File: src/core/slm_pkg.sv
package slm_pkg;
    // Clock rate and sampling periods
    localparam int CLK_MHZ          = 125;
    localparam int NORMAL_PERIOD_US = 16;
    localparam int FAST_PERIOD_US   = 8;
    localparam int SAMPLE_TIME_NS   = 1000;
    localparam int NORMAL_TICKS     = NORMAL_PERIOD_US * CLK_MHZ;
    localparam int FAST_TICKS       = FAST_PERIOD_US * CLK_MHZ;
    // Raw sample must be taken just inside one microsecond
    localparam int SAMPLE_CYCLES    = (SAMPLE_TIME_NS * CLK_MHZ) / 1000 - 1;
    // I2C address of the monitoring page
    localparam logic [6:0] MON_I2C_ADDR = 7'h69;
    // Register offsets
    localparam logic [7:0] OFF_TRIP_VOLT   = 8'h02;
    localparam logic [7:0] OFF_LOW_THRESH  = 8'h10;
    localparam logic [7:0] OFF_OK_THRESH   = 8'h11;
    localparam logic [7:0] OFF_WINDOW      = 8'h12;
    localparam logic [7:0] OFF_FILTER      = 8'h13;
    localparam logic [7:0] OFF_COMMAND     = 8'h14;
    localparam logic [7:0] OFF_STATUS      = 8'h15;
    // Reset values of the executing parameters, tenths of a volt and ticks
    localparam logic [7:0] RST_LOW_THRESH  = 8'h2d;
    localparam logic [7:0] RST_OK_THRESH   = 8'h30;
    localparam logic [7:0] RST_WINDOW      = 8'h0f;
    localparam logic [7:0] RST_FILTER      = 8'h03;
    localparam logic [7:0] CMD_AUTO_ADJUST = 8'ha5;
    localparam logic [7:0] AUTO_MARGIN     = 8'h02;
    localparam logic [7:0] AUTO_MIN_LEVEL  = 8'h2a;
    localparam logic [7:0] AUTO_PASSES     = 8'h40;
    localparam int         ALARM_BIT       = 23;
    // Monitor states
    typedef enum logic [2:0] {
        SLM_NORMAL = 3'b000,
        SLM_WATCH  = 3'b001,
        SLM_BACKUP = 3'b010,
        SLM_ADJUST = 3'b011,
        SLM_FAIL   = 3'b100
    } slm_state_t;
endpackage

File: src/core/slm_i2c_slave.sv
`timescale 1ns/100ps
// Byte-wide I2C target: pointer write, data writes and auto-increment reads
module slm_i2c_slave (
    input  wire logic       clock,
    input  wire logic       rstn,
    input  wire logic       scl_in,
    input  wire logic       sda_in,
    output logic            sda_oen,
    output logic [7:0]      reg_addr,
    output logic [7:0]      wr_data,
    output logic            wr_stb,
    input  wire logic [7:0] rd_data
);
    // Three-stage synchronisers; the first stage feeds only the second
    logic [2:0] scl_s_r;
    logic [2:0] sda_s_r;
    logic       scl_q_r;
    logic       sda_q_r;
    logic       scl_d_r;
    logic       sda_d_r;

    always_ff @(posedge clock or negedge rstn) begin
        if (!rstn) begin
            scl_s_r <= 3'h7;
            sda_s_r <= 3'h7;
            scl_q_r <= 1'b1;
            sda_q_r <= 1'b1;
            scl_d_r <= 1'b1;
            sda_d_r <= 1'b1;
        end else begin
            scl_s_r <= {scl_s_r[1:0], scl_in};
            sda_s_r <= {sda_s_r[1:0], sda_in};
            // Change counts only once stages two and three agree
            if (scl_s_r[1] == scl_s_r[2]) scl_q_r <= scl_s_r[2];
            if (sda_s_r[1] == sda_s_r[2]) sda_q_r <= sda_s_r[2];
            scl_d_r <= scl_q_r;
            sda_d_r <= sda_q_r;
        end
    end

    logic scl_rise;
    logic scl_fall;
    logic start_c;
    logic stop_c;
    assign scl_rise = scl_q_r & ~scl_d_r;
    assign scl_fall = ~scl_q_r & scl_d_r;
    assign start_c  = scl_q_r & scl_d_r & sda_d_r & ~sda_q_r;
    assign stop_c   = scl_q_r & scl_d_r & ~sda_d_r & sda_q_r;

    ////////////////////////////////////////////////////////////////////
    // Byte engine
    logic [3:0] bit_cnt_r;
    logic [7:0] shift_r;
    logic       active_r;
    logic       is_read_r;
    logic       ack_r;
    logic       first_r;
    logic       ptr_set_r;
    logic       drive_low_r;

    always_ff @(posedge clock or negedge rstn) begin
        if (!rstn) begin
            bit_cnt_r   <= 4'h0;
            shift_r     <= 8'h00;
            active_r    <= 1'b0;
            is_read_r   <= 1'b0;
            ack_r       <= 1'b0;
            first_r     <= 1'b0;
            ptr_set_r   <= 1'b0;
            drive_low_r <= 1'b0;
            reg_addr    <= 8'h00;
            wr_data     <= 8'h00;
            wr_stb      <= 1'b0;
        end else begin
            wr_stb <= 1'b0;
            // Step the pointer only after the strobe cycle, so the write lands at its own offset
            if (wr_stb) reg_addr <= reg_addr + 8'h01;
            if (start_c) begin
                active_r    <= 1'b1;
                first_r     <= 1'b1;
                is_read_r   <= 1'b0;
                bit_cnt_r   <= 4'h0;
                drive_low_r <= 1'b0;
            end else if (stop_c) begin
                active_r    <= 1'b0;
                drive_low_r <= 1'b0;
            end else if (active_r && scl_rise && bit_cnt_r < 4'h8) begin
                shift_r   <= {shift_r[6:0], sda_q_r};
                bit_cnt_r <= bit_cnt_r + 4'h1;
            end else if (active_r && scl_rise) begin
                // Ninth clock: master ack on reads ends the stream on a NAK
                if (is_read_r && sda_q_r) active_r <= 1'b0;
                bit_cnt_r <= 4'h0;
            end else if (active_r && scl_fall && bit_cnt_r == 4'h8) begin
                ack_r <= 1'b0;
                if (first_r) begin
                    first_r   <= 1'b0;
                    ptr_set_r <= 1'b0;
                    if (shift_r[7:1] == slm_pkg::MON_I2C_ADDR) begin
                        ack_r       <= 1'b1;
                        is_read_r   <= shift_r[0];
                        drive_low_r <= 1'b1;
                        shift_r     <= rd_data;
                    end else begin
                        active_r    <= 1'b0;
                        drive_low_r <= 1'b0;
                    end
                end else if (!is_read_r) begin
                    drive_low_r <= 1'b1;
                    if (!ptr_set_r) begin
                        reg_addr  <= shift_r;
                        ptr_set_r <= 1'b1;
                    end else begin
                        wr_data  <= shift_r;
                        wr_stb   <= 1'b1;
                    end
                end else begin
                    // Advance now so the next byte is fetched from the new offset
                    drive_low_r <= 1'b0;
                    reg_addr    <= reg_addr + 8'h01;
                end
            end else if (active_r && scl_fall && bit_cnt_r == 4'h0) begin
                // After ack slot: release or load the next read byte
                if (is_read_r) begin
                    shift_r     <= ack_r ? shift_r : rd_data;
                    drive_low_r <= ack_r ? ~shift_r[7] : ~rd_data[7];
                end else begin
                    drive_low_r <= 1'b0;
                end
                ack_r <= 1'b0;
            end else if (active_r && is_read_r && scl_fall && bit_cnt_r < 4'h8) begin
                drive_low_r <= ~shift_r[7];
            end else if (active_r && is_read_r && scl_fall) begin
                drive_low_r <= 1'b0;
            end
        end
    end

    // Open drain: enable is low while pulling the line low
    assign sda_oen = ~drive_low_r;
endmodule

File: src/core/slm_monitor.sv
`timescale 1ns/100ps
// Contract
// - Sample rail every 16 us normally
// - Fluctuation: 8 us sampling, watch window
// - Filter drops so spikes never switch
// - Dangerous after window: enable boost immediately
// - Hold backup until stable, then revert
// - Same monitoring for either power input
// - Record raw unfiltered sample, under 1 us
// - Monitoring registers read-only, writes ignored
// - Captured value held until next event
// - Latch trip voltage at 0x02 on loss
// - Registers answer at I2C address 0x69
// - Executing registers steer thresholds and timing
// - Auto-adjust command; no backup while running
// - Adjust failure: blink lights and beep
module slm_monitor #(
    parameter int NORMAL_TICKS = slm_pkg::NORMAL_TICKS,
    parameter int FAST_TICKS   = slm_pkg::FAST_TICKS,
    parameter int ALARM_BIT    = slm_pkg::ALARM_BIT
) (
    input  wire logic       clock,
    input  wire logic       rstn,
    input  wire logic [7:0] rail_level,
    output logic            sample_req,
    output logic            boost_en,
    output logic            led_blink,
    output logic            beep,
    input  wire logic       scl_in,
    input  wire logic       sda_in,
    output logic            sda_oen
);
    logic [7:0] reg_addr;
    logic [7:0] wr_data;
    logic       wr_stb;
    logic [7:0] rd_data;

    slm_i2c_slave u_i2c (
        .clock    (clock),
        .rstn     (rstn),
        .scl_in   (scl_in),
        .sda_in   (sda_in),
        .sda_oen  (sda_oen),
        .reg_addr (reg_addr),
        .wr_data  (wr_data),
        .wr_stb   (wr_stb),
        .rd_data  (rd_data)
    );

    ////////////////////////////////////////////////////////////////////
    // Executing registers
    logic [7:0] low_thresh_r;
    logic [7:0] ok_thresh_r;
    logic [7:0] window_r;
    logic [7:0] filter_r;
    logic       adj_start;
    slm_pkg::slm_state_t state_r;
    logic       adj_done;
    logic [7:0] adj_min_r;

    assign adj_start = wr_stb && reg_addr == slm_pkg::OFF_COMMAND
                       && wr_data == slm_pkg::CMD_AUTO_ADJUST;

    always_ff @(posedge clock or negedge rstn) begin
        if (!rstn) begin
            low_thresh_r <= slm_pkg::RST_LOW_THRESH;
            ok_thresh_r  <= slm_pkg::RST_OK_THRESH;
            window_r     <= slm_pkg::RST_WINDOW;
            filter_r     <= slm_pkg::RST_FILTER;
        end else if (adj_done) begin
            // Trip just below the worst dip seen while adjusting
            low_thresh_r <= adj_min_r - slm_pkg::AUTO_MARGIN;
            ok_thresh_r  <= adj_min_r;
        end else if (wr_stb) begin
            if (reg_addr == slm_pkg::OFF_LOW_THRESH) begin
                low_thresh_r <= wr_data;
            end else if (reg_addr == slm_pkg::OFF_OK_THRESH) begin
                ok_thresh_r <= wr_data;
            end else if (reg_addr == slm_pkg::OFF_WINDOW) begin
                window_r <= wr_data;
            end else if (reg_addr == slm_pkg::OFF_FILTER) begin
                filter_r <= wr_data;
            end
        end
    end

    ////////////////////////////////////////////////////////////////////
    // Free-running time base; one rail input serves either supply path
    logic [15:0] tb_cnt_r;
    logic        tick;
    logic        fast;
    assign fast = state_r != slm_pkg::SLM_NORMAL;
    assign tick = tb_cnt_r == 16'h0000;

    always_ff @(posedge clock or negedge rstn) begin
        if (!rstn) begin
            tb_cnt_r <= 16'h0000;
        end else if (tick) begin
            tb_cnt_r <= fast ? 16'(FAST_TICKS - 1) : 16'(NORMAL_TICKS - 1);
        end else begin
            tb_cnt_r <= tb_cnt_r - 16'h0001;
        end
    end

    // Converter strobe, then sample inside the one microsecond budget
    logic [7:0] smp_cnt_r;
    logic       smp_valid;
    logic [7:0] sample_r;
    always_ff @(posedge clock or negedge rstn) begin
        if (!rstn) begin
            smp_cnt_r <= 8'h00;
            sample_r  <= 8'h00;
        end else if (tick) begin
            smp_cnt_r <= 8'(slm_pkg::SAMPLE_CYCLES);
        end else if (smp_cnt_r != 8'h00) begin
            smp_cnt_r <= smp_cnt_r - 8'h01;
            if (smp_cnt_r == 8'h01) sample_r <= rail_level;
        end
    end
    assign sample_req = tick;
    assign smp_valid  = smp_cnt_r == 8'h01;

    ////////////////////////////////////////////////////////////////////
    // Monitor state machine
    logic       low_now;
    logic [7:0] win_cnt_r;
    logic [7:0] low_run_r;
    logic [7:0] pass_r;
    assign low_now  = rail_level < low_thresh_r;
    assign adj_done = state_r == slm_pkg::SLM_ADJUST && smp_valid
                      && pass_r == slm_pkg::AUTO_PASSES && adj_min_r >= slm_pkg::AUTO_MIN_LEVEL;

    always_ff @(posedge clock or negedge rstn) begin
        if (!rstn) begin
            state_r   <= slm_pkg::SLM_NORMAL;
            win_cnt_r <= 8'h00;
            low_run_r <= 8'h00;
            pass_r    <= 8'h00;
            adj_min_r <= 8'hff;
        end else if (adj_start) begin
            state_r   <= slm_pkg::SLM_ADJUST;
            pass_r    <= 8'h00;
            adj_min_r <= 8'hff;
        end else if (smp_valid) begin
            case (state_r)
                slm_pkg::SLM_NORMAL: begin
                    if (low_now) begin
                        state_r   <= slm_pkg::SLM_WATCH;
                        win_cnt_r <= window_r;
                        low_run_r <= 8'h01;
                    end
                end
                slm_pkg::SLM_WATCH: begin
                    low_run_r <= low_now ? low_run_r + 8'h01 : 8'h00;
                    if (win_cnt_r == 8'h00) begin
                        // Only a sustained drop at window end is dangerous
                        state_r <= (low_run_r >= filter_r) ? slm_pkg::SLM_BACKUP
                                                           : slm_pkg::SLM_NORMAL;
                    end else begin
                        win_cnt_r <= win_cnt_r - 8'h01;
                    end
                end
                slm_pkg::SLM_BACKUP: begin
                    low_run_r <= (rail_level >= ok_thresh_r) ? low_run_r + 8'h01 : 8'h00;
                    if (rail_level >= ok_thresh_r && low_run_r >= filter_r) begin
                        state_r   <= slm_pkg::SLM_NORMAL;
                        low_run_r <= 8'h00;
                    end
                end
                slm_pkg::SLM_ADJUST: begin
                    pass_r <= pass_r + 8'h01;
                    if (rail_level < adj_min_r) adj_min_r <= rail_level;
                    if (pass_r == slm_pkg::AUTO_PASSES) begin
                        state_r <= (adj_min_r >= slm_pkg::AUTO_MIN_LEVEL)
                                   ? slm_pkg::SLM_NORMAL : slm_pkg::SLM_FAIL;
                    end
                end
                default: begin
                    state_r <= slm_pkg::SLM_FAIL;  // Stays until a new adjust command
                end
            endcase
        end
    end

    // Boost only in backup; never while adjusting
    always_ff @(posedge clock or negedge rstn) begin
        if (!rstn) begin
            boost_en <= 1'b0;
        end else begin
            boost_en <= state_r == slm_pkg::SLM_BACKUP;
        end
    end

    // Failure alarm: slow toggle from a free counter
    logic [23:0] alarm_cnt_r;
    always_ff @(posedge clock or negedge rstn) begin
        if (!rstn) begin
            alarm_cnt_r <= 24'h000000;
            led_blink   <= 1'b0;
            beep        <= 1'b0;
        end else begin
            alarm_cnt_r <= alarm_cnt_r + 24'h000001;
            led_blink   <= state_r == slm_pkg::SLM_FAIL && alarm_cnt_r[ALARM_BIT];
            beep        <= state_r == slm_pkg::SLM_FAIL && alarm_cnt_r[ALARM_BIT - 4];
        end
    end

    ////////////////////////////////////////////////////////////////////
    // Trip voltage capture; host writes never reach it
    logic [15:0] trip_volt_r;
    always_ff @(posedge clock or negedge rstn) begin
        if (!rstn) begin
            trip_volt_r <= 16'h0000;
        end else if (smp_valid && state_r == slm_pkg::SLM_NORMAL && low_now) begin
            trip_volt_r <= {8'h00, rail_level};
        end
    end

    // Read mux: word at 0x02 is low byte then high byte
    always_comb begin
        if (reg_addr == slm_pkg::OFF_TRIP_VOLT) begin
            rd_data = trip_volt_r[7:0];
        end else if (reg_addr == slm_pkg::OFF_TRIP_VOLT + 8'h01) begin
            rd_data = trip_volt_r[15:8];
        end else if (reg_addr == slm_pkg::OFF_LOW_THRESH) begin
            rd_data = low_thresh_r;
        end else if (reg_addr == slm_pkg::OFF_OK_THRESH) begin
            rd_data = ok_thresh_r;
        end else if (reg_addr == slm_pkg::OFF_WINDOW) begin
            rd_data = window_r;
        end else if (reg_addr == slm_pkg::OFF_FILTER) begin
            rd_data = filter_r;
        end else if (reg_addr == slm_pkg::OFF_STATUS) begin
            rd_data = {5'h00, state_r};
        end else begin
            rd_data = 8'h00;
        end
    end

    ////////////////////////////////////////////////////////////////////
    // Checks
    a_no_boost_adjust: assert property (@(posedge clock) disable iff (!rstn)
        state_r == slm_pkg::SLM_ADJUST |=> !boost_en) else $error("boost during adjust");
    a_boost_follows_backup: assert property (@(posedge clock) disable iff (!rstn)
        state_r == slm_pkg::SLM_BACKUP |=> boost_en) else $error("boost not on in backup");
    a_tick_normal_period: assert property (@(posedge clock) disable iff (!rstn)
        tick && !fast |=> !tick [*5]) else $error("normal tick too soon");
    a_trip_held_value: assert property (@(posedge clock) disable iff (!rstn)
        !(smp_valid && state_r == slm_pkg::SLM_NORMAL && low_now) |=> $stable(trip_volt_r))
        else $error("trip voltage changed without loss");
    a_trip_write_ignored: assert property (@(posedge clock) disable iff (!rstn)
        wr_stb && reg_addr == slm_pkg::OFF_TRIP_VOLT && !smp_valid |=> $stable(trip_volt_r))
        else $error("host write changed trip voltage");
    a_watch_entry: assert property (@(posedge clock) disable iff (!rstn)
        smp_valid && state_r == slm_pkg::SLM_NORMAL && low_now && !adj_start
        |=> state_r == slm_pkg::SLM_WATCH) else $error("no watch on fluctuation");
    a_spike_filtered: assert property (@(posedge clock) disable iff (!rstn)
        state_r == slm_pkg::SLM_WATCH && low_run_r < filter_r && !adj_start
        |=> state_r != slm_pkg::SLM_BACKUP) else $error("spike caused backup");
    a_alarm_only_fail: assert property (@(posedge clock) disable iff (!rstn)
        led_blink |-> $past(state_r) == slm_pkg::SLM_FAIL) else $error("blink outside failure");
endmodule

File: config.mk
export PLATFORM = sky130hd
export DESIGN_NAME = slm_monitor
export DESIGN_NICKNAME = d
export VERILOG_FILES = /design/src/core/slm_pkg.sv /design/src/core/slm_i2c_slave.sv /design/src/core/slm_monitor.sv
export SDC_FILE = /design/constraint.sdc
export NUM_CORES = 1
export LEC_CHECK = 0
export CAP_MARGIN = 20
export CORE_ASPECT_RATIO = 1.25
export CORE_MARGIN = 10
export CORE_UTILIZATION = 64
export DETAILED_ROUTE_END_ITERATION = 7
export DONT_BUFFER_PORTS = 1
export PLACE_DENSITY = 0.8
export SLEW_MARGIN = 20
export SYNTH_ARGS = -nofsm -noshare
export SYNTH_HDL_FRONTEND = slang
export SYNTH_SLANG_ARGS = --single-unit
File: constraint.sdc
create_clock -name clock -period 3.2 [get_ports clock]
set_input_delay 0.16 -clock clock [delete_from_list [all_inputs] [get_ports clock]]
set_output_delay 0.16 -clock clock [all_outputs]
set_load 0.02 [all_outputs]
==> summary.txt <==
Clock network
  – Setup bufs post-CTS: 0
  – CTS tree: yes
  – Max Root-Sink Buffers: 2
  – Clk slew on worst S/H paths: 0.07 ns
  – H-tree depth: 4
  – Sink Count: roughly 170
  – CTS buffer count: 17
  – Post-CTS Hold Buffers: 10
  – Clk root buf: clkbuf_16
  – Clock Latency Late Sink: approximately 0.44 ns
  – CTS resizes: 0

Route
  – Number of detailed-route iterations in the first pass: 5
  – Wire length per cell: roughly 19 um
  – WL final: ~22000 um
  – Initial drt markers: 650
  – Routed via count divided by cell count: approximately 6.2
  – ANT nets after route: 0
  – Vias: between 7k and 8k
  – # DRC: 0

Yosys
  – Sequential area share after synthesis: 46.2%
  – Yosys reg bits: ~170
  – XOR/XNOR share of the synthesized area: about 5.7%
  – Synth cell types: 74
  – Synth area leader: dfrtp_1
  – Post-synthesis cell area: 0.00935 sq mm
  – Number of synthesized flops with an enable pin: 0
  – Post-synth net total: between 1k and 1.5k
  – Ys async rst share: 100%
  – Synth Area in Compound Gates: 14.2%
  – Synth Area in Adders: under 10%
  – Multiplexer share of the synthesized area: between 3 and 4%
  – Cells after synthesis: between 900 and 1k
  – Largest family of logic cells by synthesized area: simple AND/OR/NAND/NOR gates
  – Dominant synthesized flop cell: dfrtp_1
  – Simple-Gate Fraction of Synth Area: roughly 20%
  – Dominant cells by area after synthesis: dfrtp_1, dfstp_2, ha_1
  – Synth Area per Inst: just under 10 sq um
  – Warning count from the yosys run: 0
  – Synth top area share: 37.7%

Status
  – Violated checks: hold timing
  – Status: complete, but fails checks

Power
  – VDD IR max: between 300 and 400 uV
  – Psw: ~0.0011 W
  – Flop pwr share: between 40% and 50%
  – Leakage dissipation: between 4 and 5 nW
  – Combinational share of power: approximately 4.5%
  – Internal: around 0.0037 W
  – Sw frac: 23.3%
  – Power Density: around 460 mW/mm^2
  – Clock network fraction of total power: 47.1%

Setup path
  – Worst Path Buf+Inv: 1
  – Setup CP Type: flop to flop
  – Worst setup EP type: flop
  – Largest stage delay on the critical path: about 0.54 ns
  – Cell Chain, Critical Path: inv_1 > ha_1 > nand3_1 > a21boi_0 > a211oi_1 > a32oi_1 > and2b_1 > a22o_1
  – Critical-path top delay cell: dfstp_2
  – CP Launch Point: low_thresh_r[5]
  – Worst reg2reg path startpoint: low_thresh_r[5]
  – Critical Path Fanout Max: 8
  – Worst Path Required: 3.52 ns
  – Worst EP arrival: approximately 3.1 ns
  – Crit path launch type: flop
  – Delay-heaviest family, CP: compound AO/OA/AOI/OAI gates

Layout
  – Max FFs per register: 24
  – Total inserted antenna cells: 0
  – Top Registers: alarm_cnt_r x24, tb_cnt_r x16
  – Area Growth Syn to Fin: 9.59%
  – Most frequent cells in the layout: dfrtp_1, nand2_1, nor2_1, inv_1, o21ai_0
  – Core Util, Final: 71.4%
  – Most common cell after layout, fill and taps aside: dfrtp_1
  – Nets: 1039
  – Share of cells above drive strength 1: roughly 9.9%
  – Largest Register: alarm_cnt_r

Die
  – DIE WIDTH: between 100 and 150 um
  – Core Box Area: 0.0143 sq mm
  – I/O Pins: 17
  – Row cnt: between 40 and 50
  – Initial Util: between 60% and 70%
  – DIE AREA: between 0.015 and 0.02 sq mm
  – Die Ht: 155 um

GRT
  – Pin count of the biggest net entering global routing: approximately 170
  – First-pass GRT wire length: between 30000 and 40000 um
  – GRT Util Overall: 23.3%
  – Total grt overflow: 0
  – Initial antenna violation count: 0
  – Vias in the first global route: between 7k and 8k

STA
  – Final Skew: approximately 0.0094 ns
  – RSZ-0062 raised after global routing: no
  – Final period util: between 80 and 90%
  – # setup viols final: 0
  – Pins Over Slew Limit: 0
  – Maximum clock rate: roughly 0.35 GHz
  – Slew HR: a little over half
  – Setup TNS: 0 ns
  – Hold WS: -0.591 ns
  – Worst Tran Pin Value: slightly below 0.7 ns
  – Crit path time final: about 2.8 ns
  – Final hold vios: between 150 and 200

Flow run
  – Max cap viols: 0

Place
  – IO Port Bufs: 0
  – Detailed placement HPWL: about 15000 um
  – GPL Wtd Cong: just over 0.9

Hold path
  – Hold WC Path Type: primary input to asynchronous set/reset pin
-- metrics by stage --
stage	setup WS (ns)	std cells	area [sq um]	hold slack, ns	power, W
finish	0.382	1171	10200	-0.591	0.00476
global route	0.199	1171	10200	-0.604	0.00492
CTS	0.437	1171	10200	-0.592	0.00479
detailed placement	0.473	1129	9510	-0.128	0.00254
global placement	0.500	1129	9510	-0.128	0.00253
floorplan	0.759	973	9350	-0.136	0.00247
-- worst paths after layout --
check	slack [ns]	to	depth (start not counted)
setup / recovery	0.38	low_run_r[2]	8
hold / removal	-0.59	u_i2c.shift_r[4]	0
setup reg to reg	0.38	low_run_r[2]	8
hold reg to reg	0.37	u_i2c.sda_s_r[1]	0
max in group asynchronous	3.48	window_r[1]	0
min in group clock	0.26	u_i2c.sda_s_r[0]	1
-- power groups by stage --
stage	clock network (W)	logic, W	registers (W)
2_1_floorplan	0	0.000157	0.00231
3_3_place_gp	0	0.000190	0.00234
3_5_place_dp	0	0.000198	0.00234
4_1_cts	0.00227	0.000214	0.00230
5_1_grt	0.00236	0.000242	0.00231
6_report	0.00225	0.000213	0.00230
-- routing by layer --
layer / global-route usage (%) / up-vias / part of all wire (%)
met5: 0 / - / 0
met4: 10.5 / 0 / 3.9
met3: 4.69 / 62 / 5.2
met2: 39.1 / 221 / 50
met1: 28.2 / 3564 / 41
li1: - / 3469 / -
-- worst reg2reg max path, stage by stage, from the launching register on --
cell and delay (ns):
dfstp_2 0.54, inv_1 0.04, ha_1 0.29, nand3_1 0.09, a21boi_0 0.47, a211oi_1 0.16
a32oi_1 0.54, and2b_1 0.34, a22o_1 0.23
-- cells in the mapped netlist, types with 3 or more instances --
cell,instances
nor2_1,64
nand4b_1,6
and4_1,5
clkbuf_1,21
o31ai_1,4
nor3b_1,7
a211oi_1,10
xnor2_1,34
nor2_2,3
nand2b_1,10
and3_1,19
mux2_2,8
xor2_1,27
dfstp_2,30
a22o_1,11
mux2_1,8
nor4_1,8
buf_4,4
o22ai_1,11
a21oi_1,57
nand3b_1,5
a31oi_1,7
o311ai_0,5
or3_1,3
a221oi_1,5
a21o_1,7
nor3_1,22
a22oi_1,3
nand2_1,122
nand4_1,19
a211o_1,3
o21ai_0,58
mux2i_1,19
dfrtp_1,141
buf_2,6
o211ai_1,10
nand3_1,26
inv_1,60
nor2b_1,13
ha_1,47
-- kinds of logic (layout without fill, tap and decap cells) --
family,after synthesis,count (layout)
buf+inv,94,114
mux,35,35
simple gates,354,354
flops,171,171
xor+xnor,61,61
compound gates,209,209
fa+ha+maj,49,49
-- layout make-up --
class	count	area (sq um)
Tap cell	178	223
Multi-Input combinational cell	708	4660
Clock inverter	14	209
Inverter	61	229
Sequential cell	171	4320
Fill cell	1039	4100
Clock buffer	18	429
Timing Repair Buffer	21	183
Note: power is estimated with default switching activity, not from simulation.
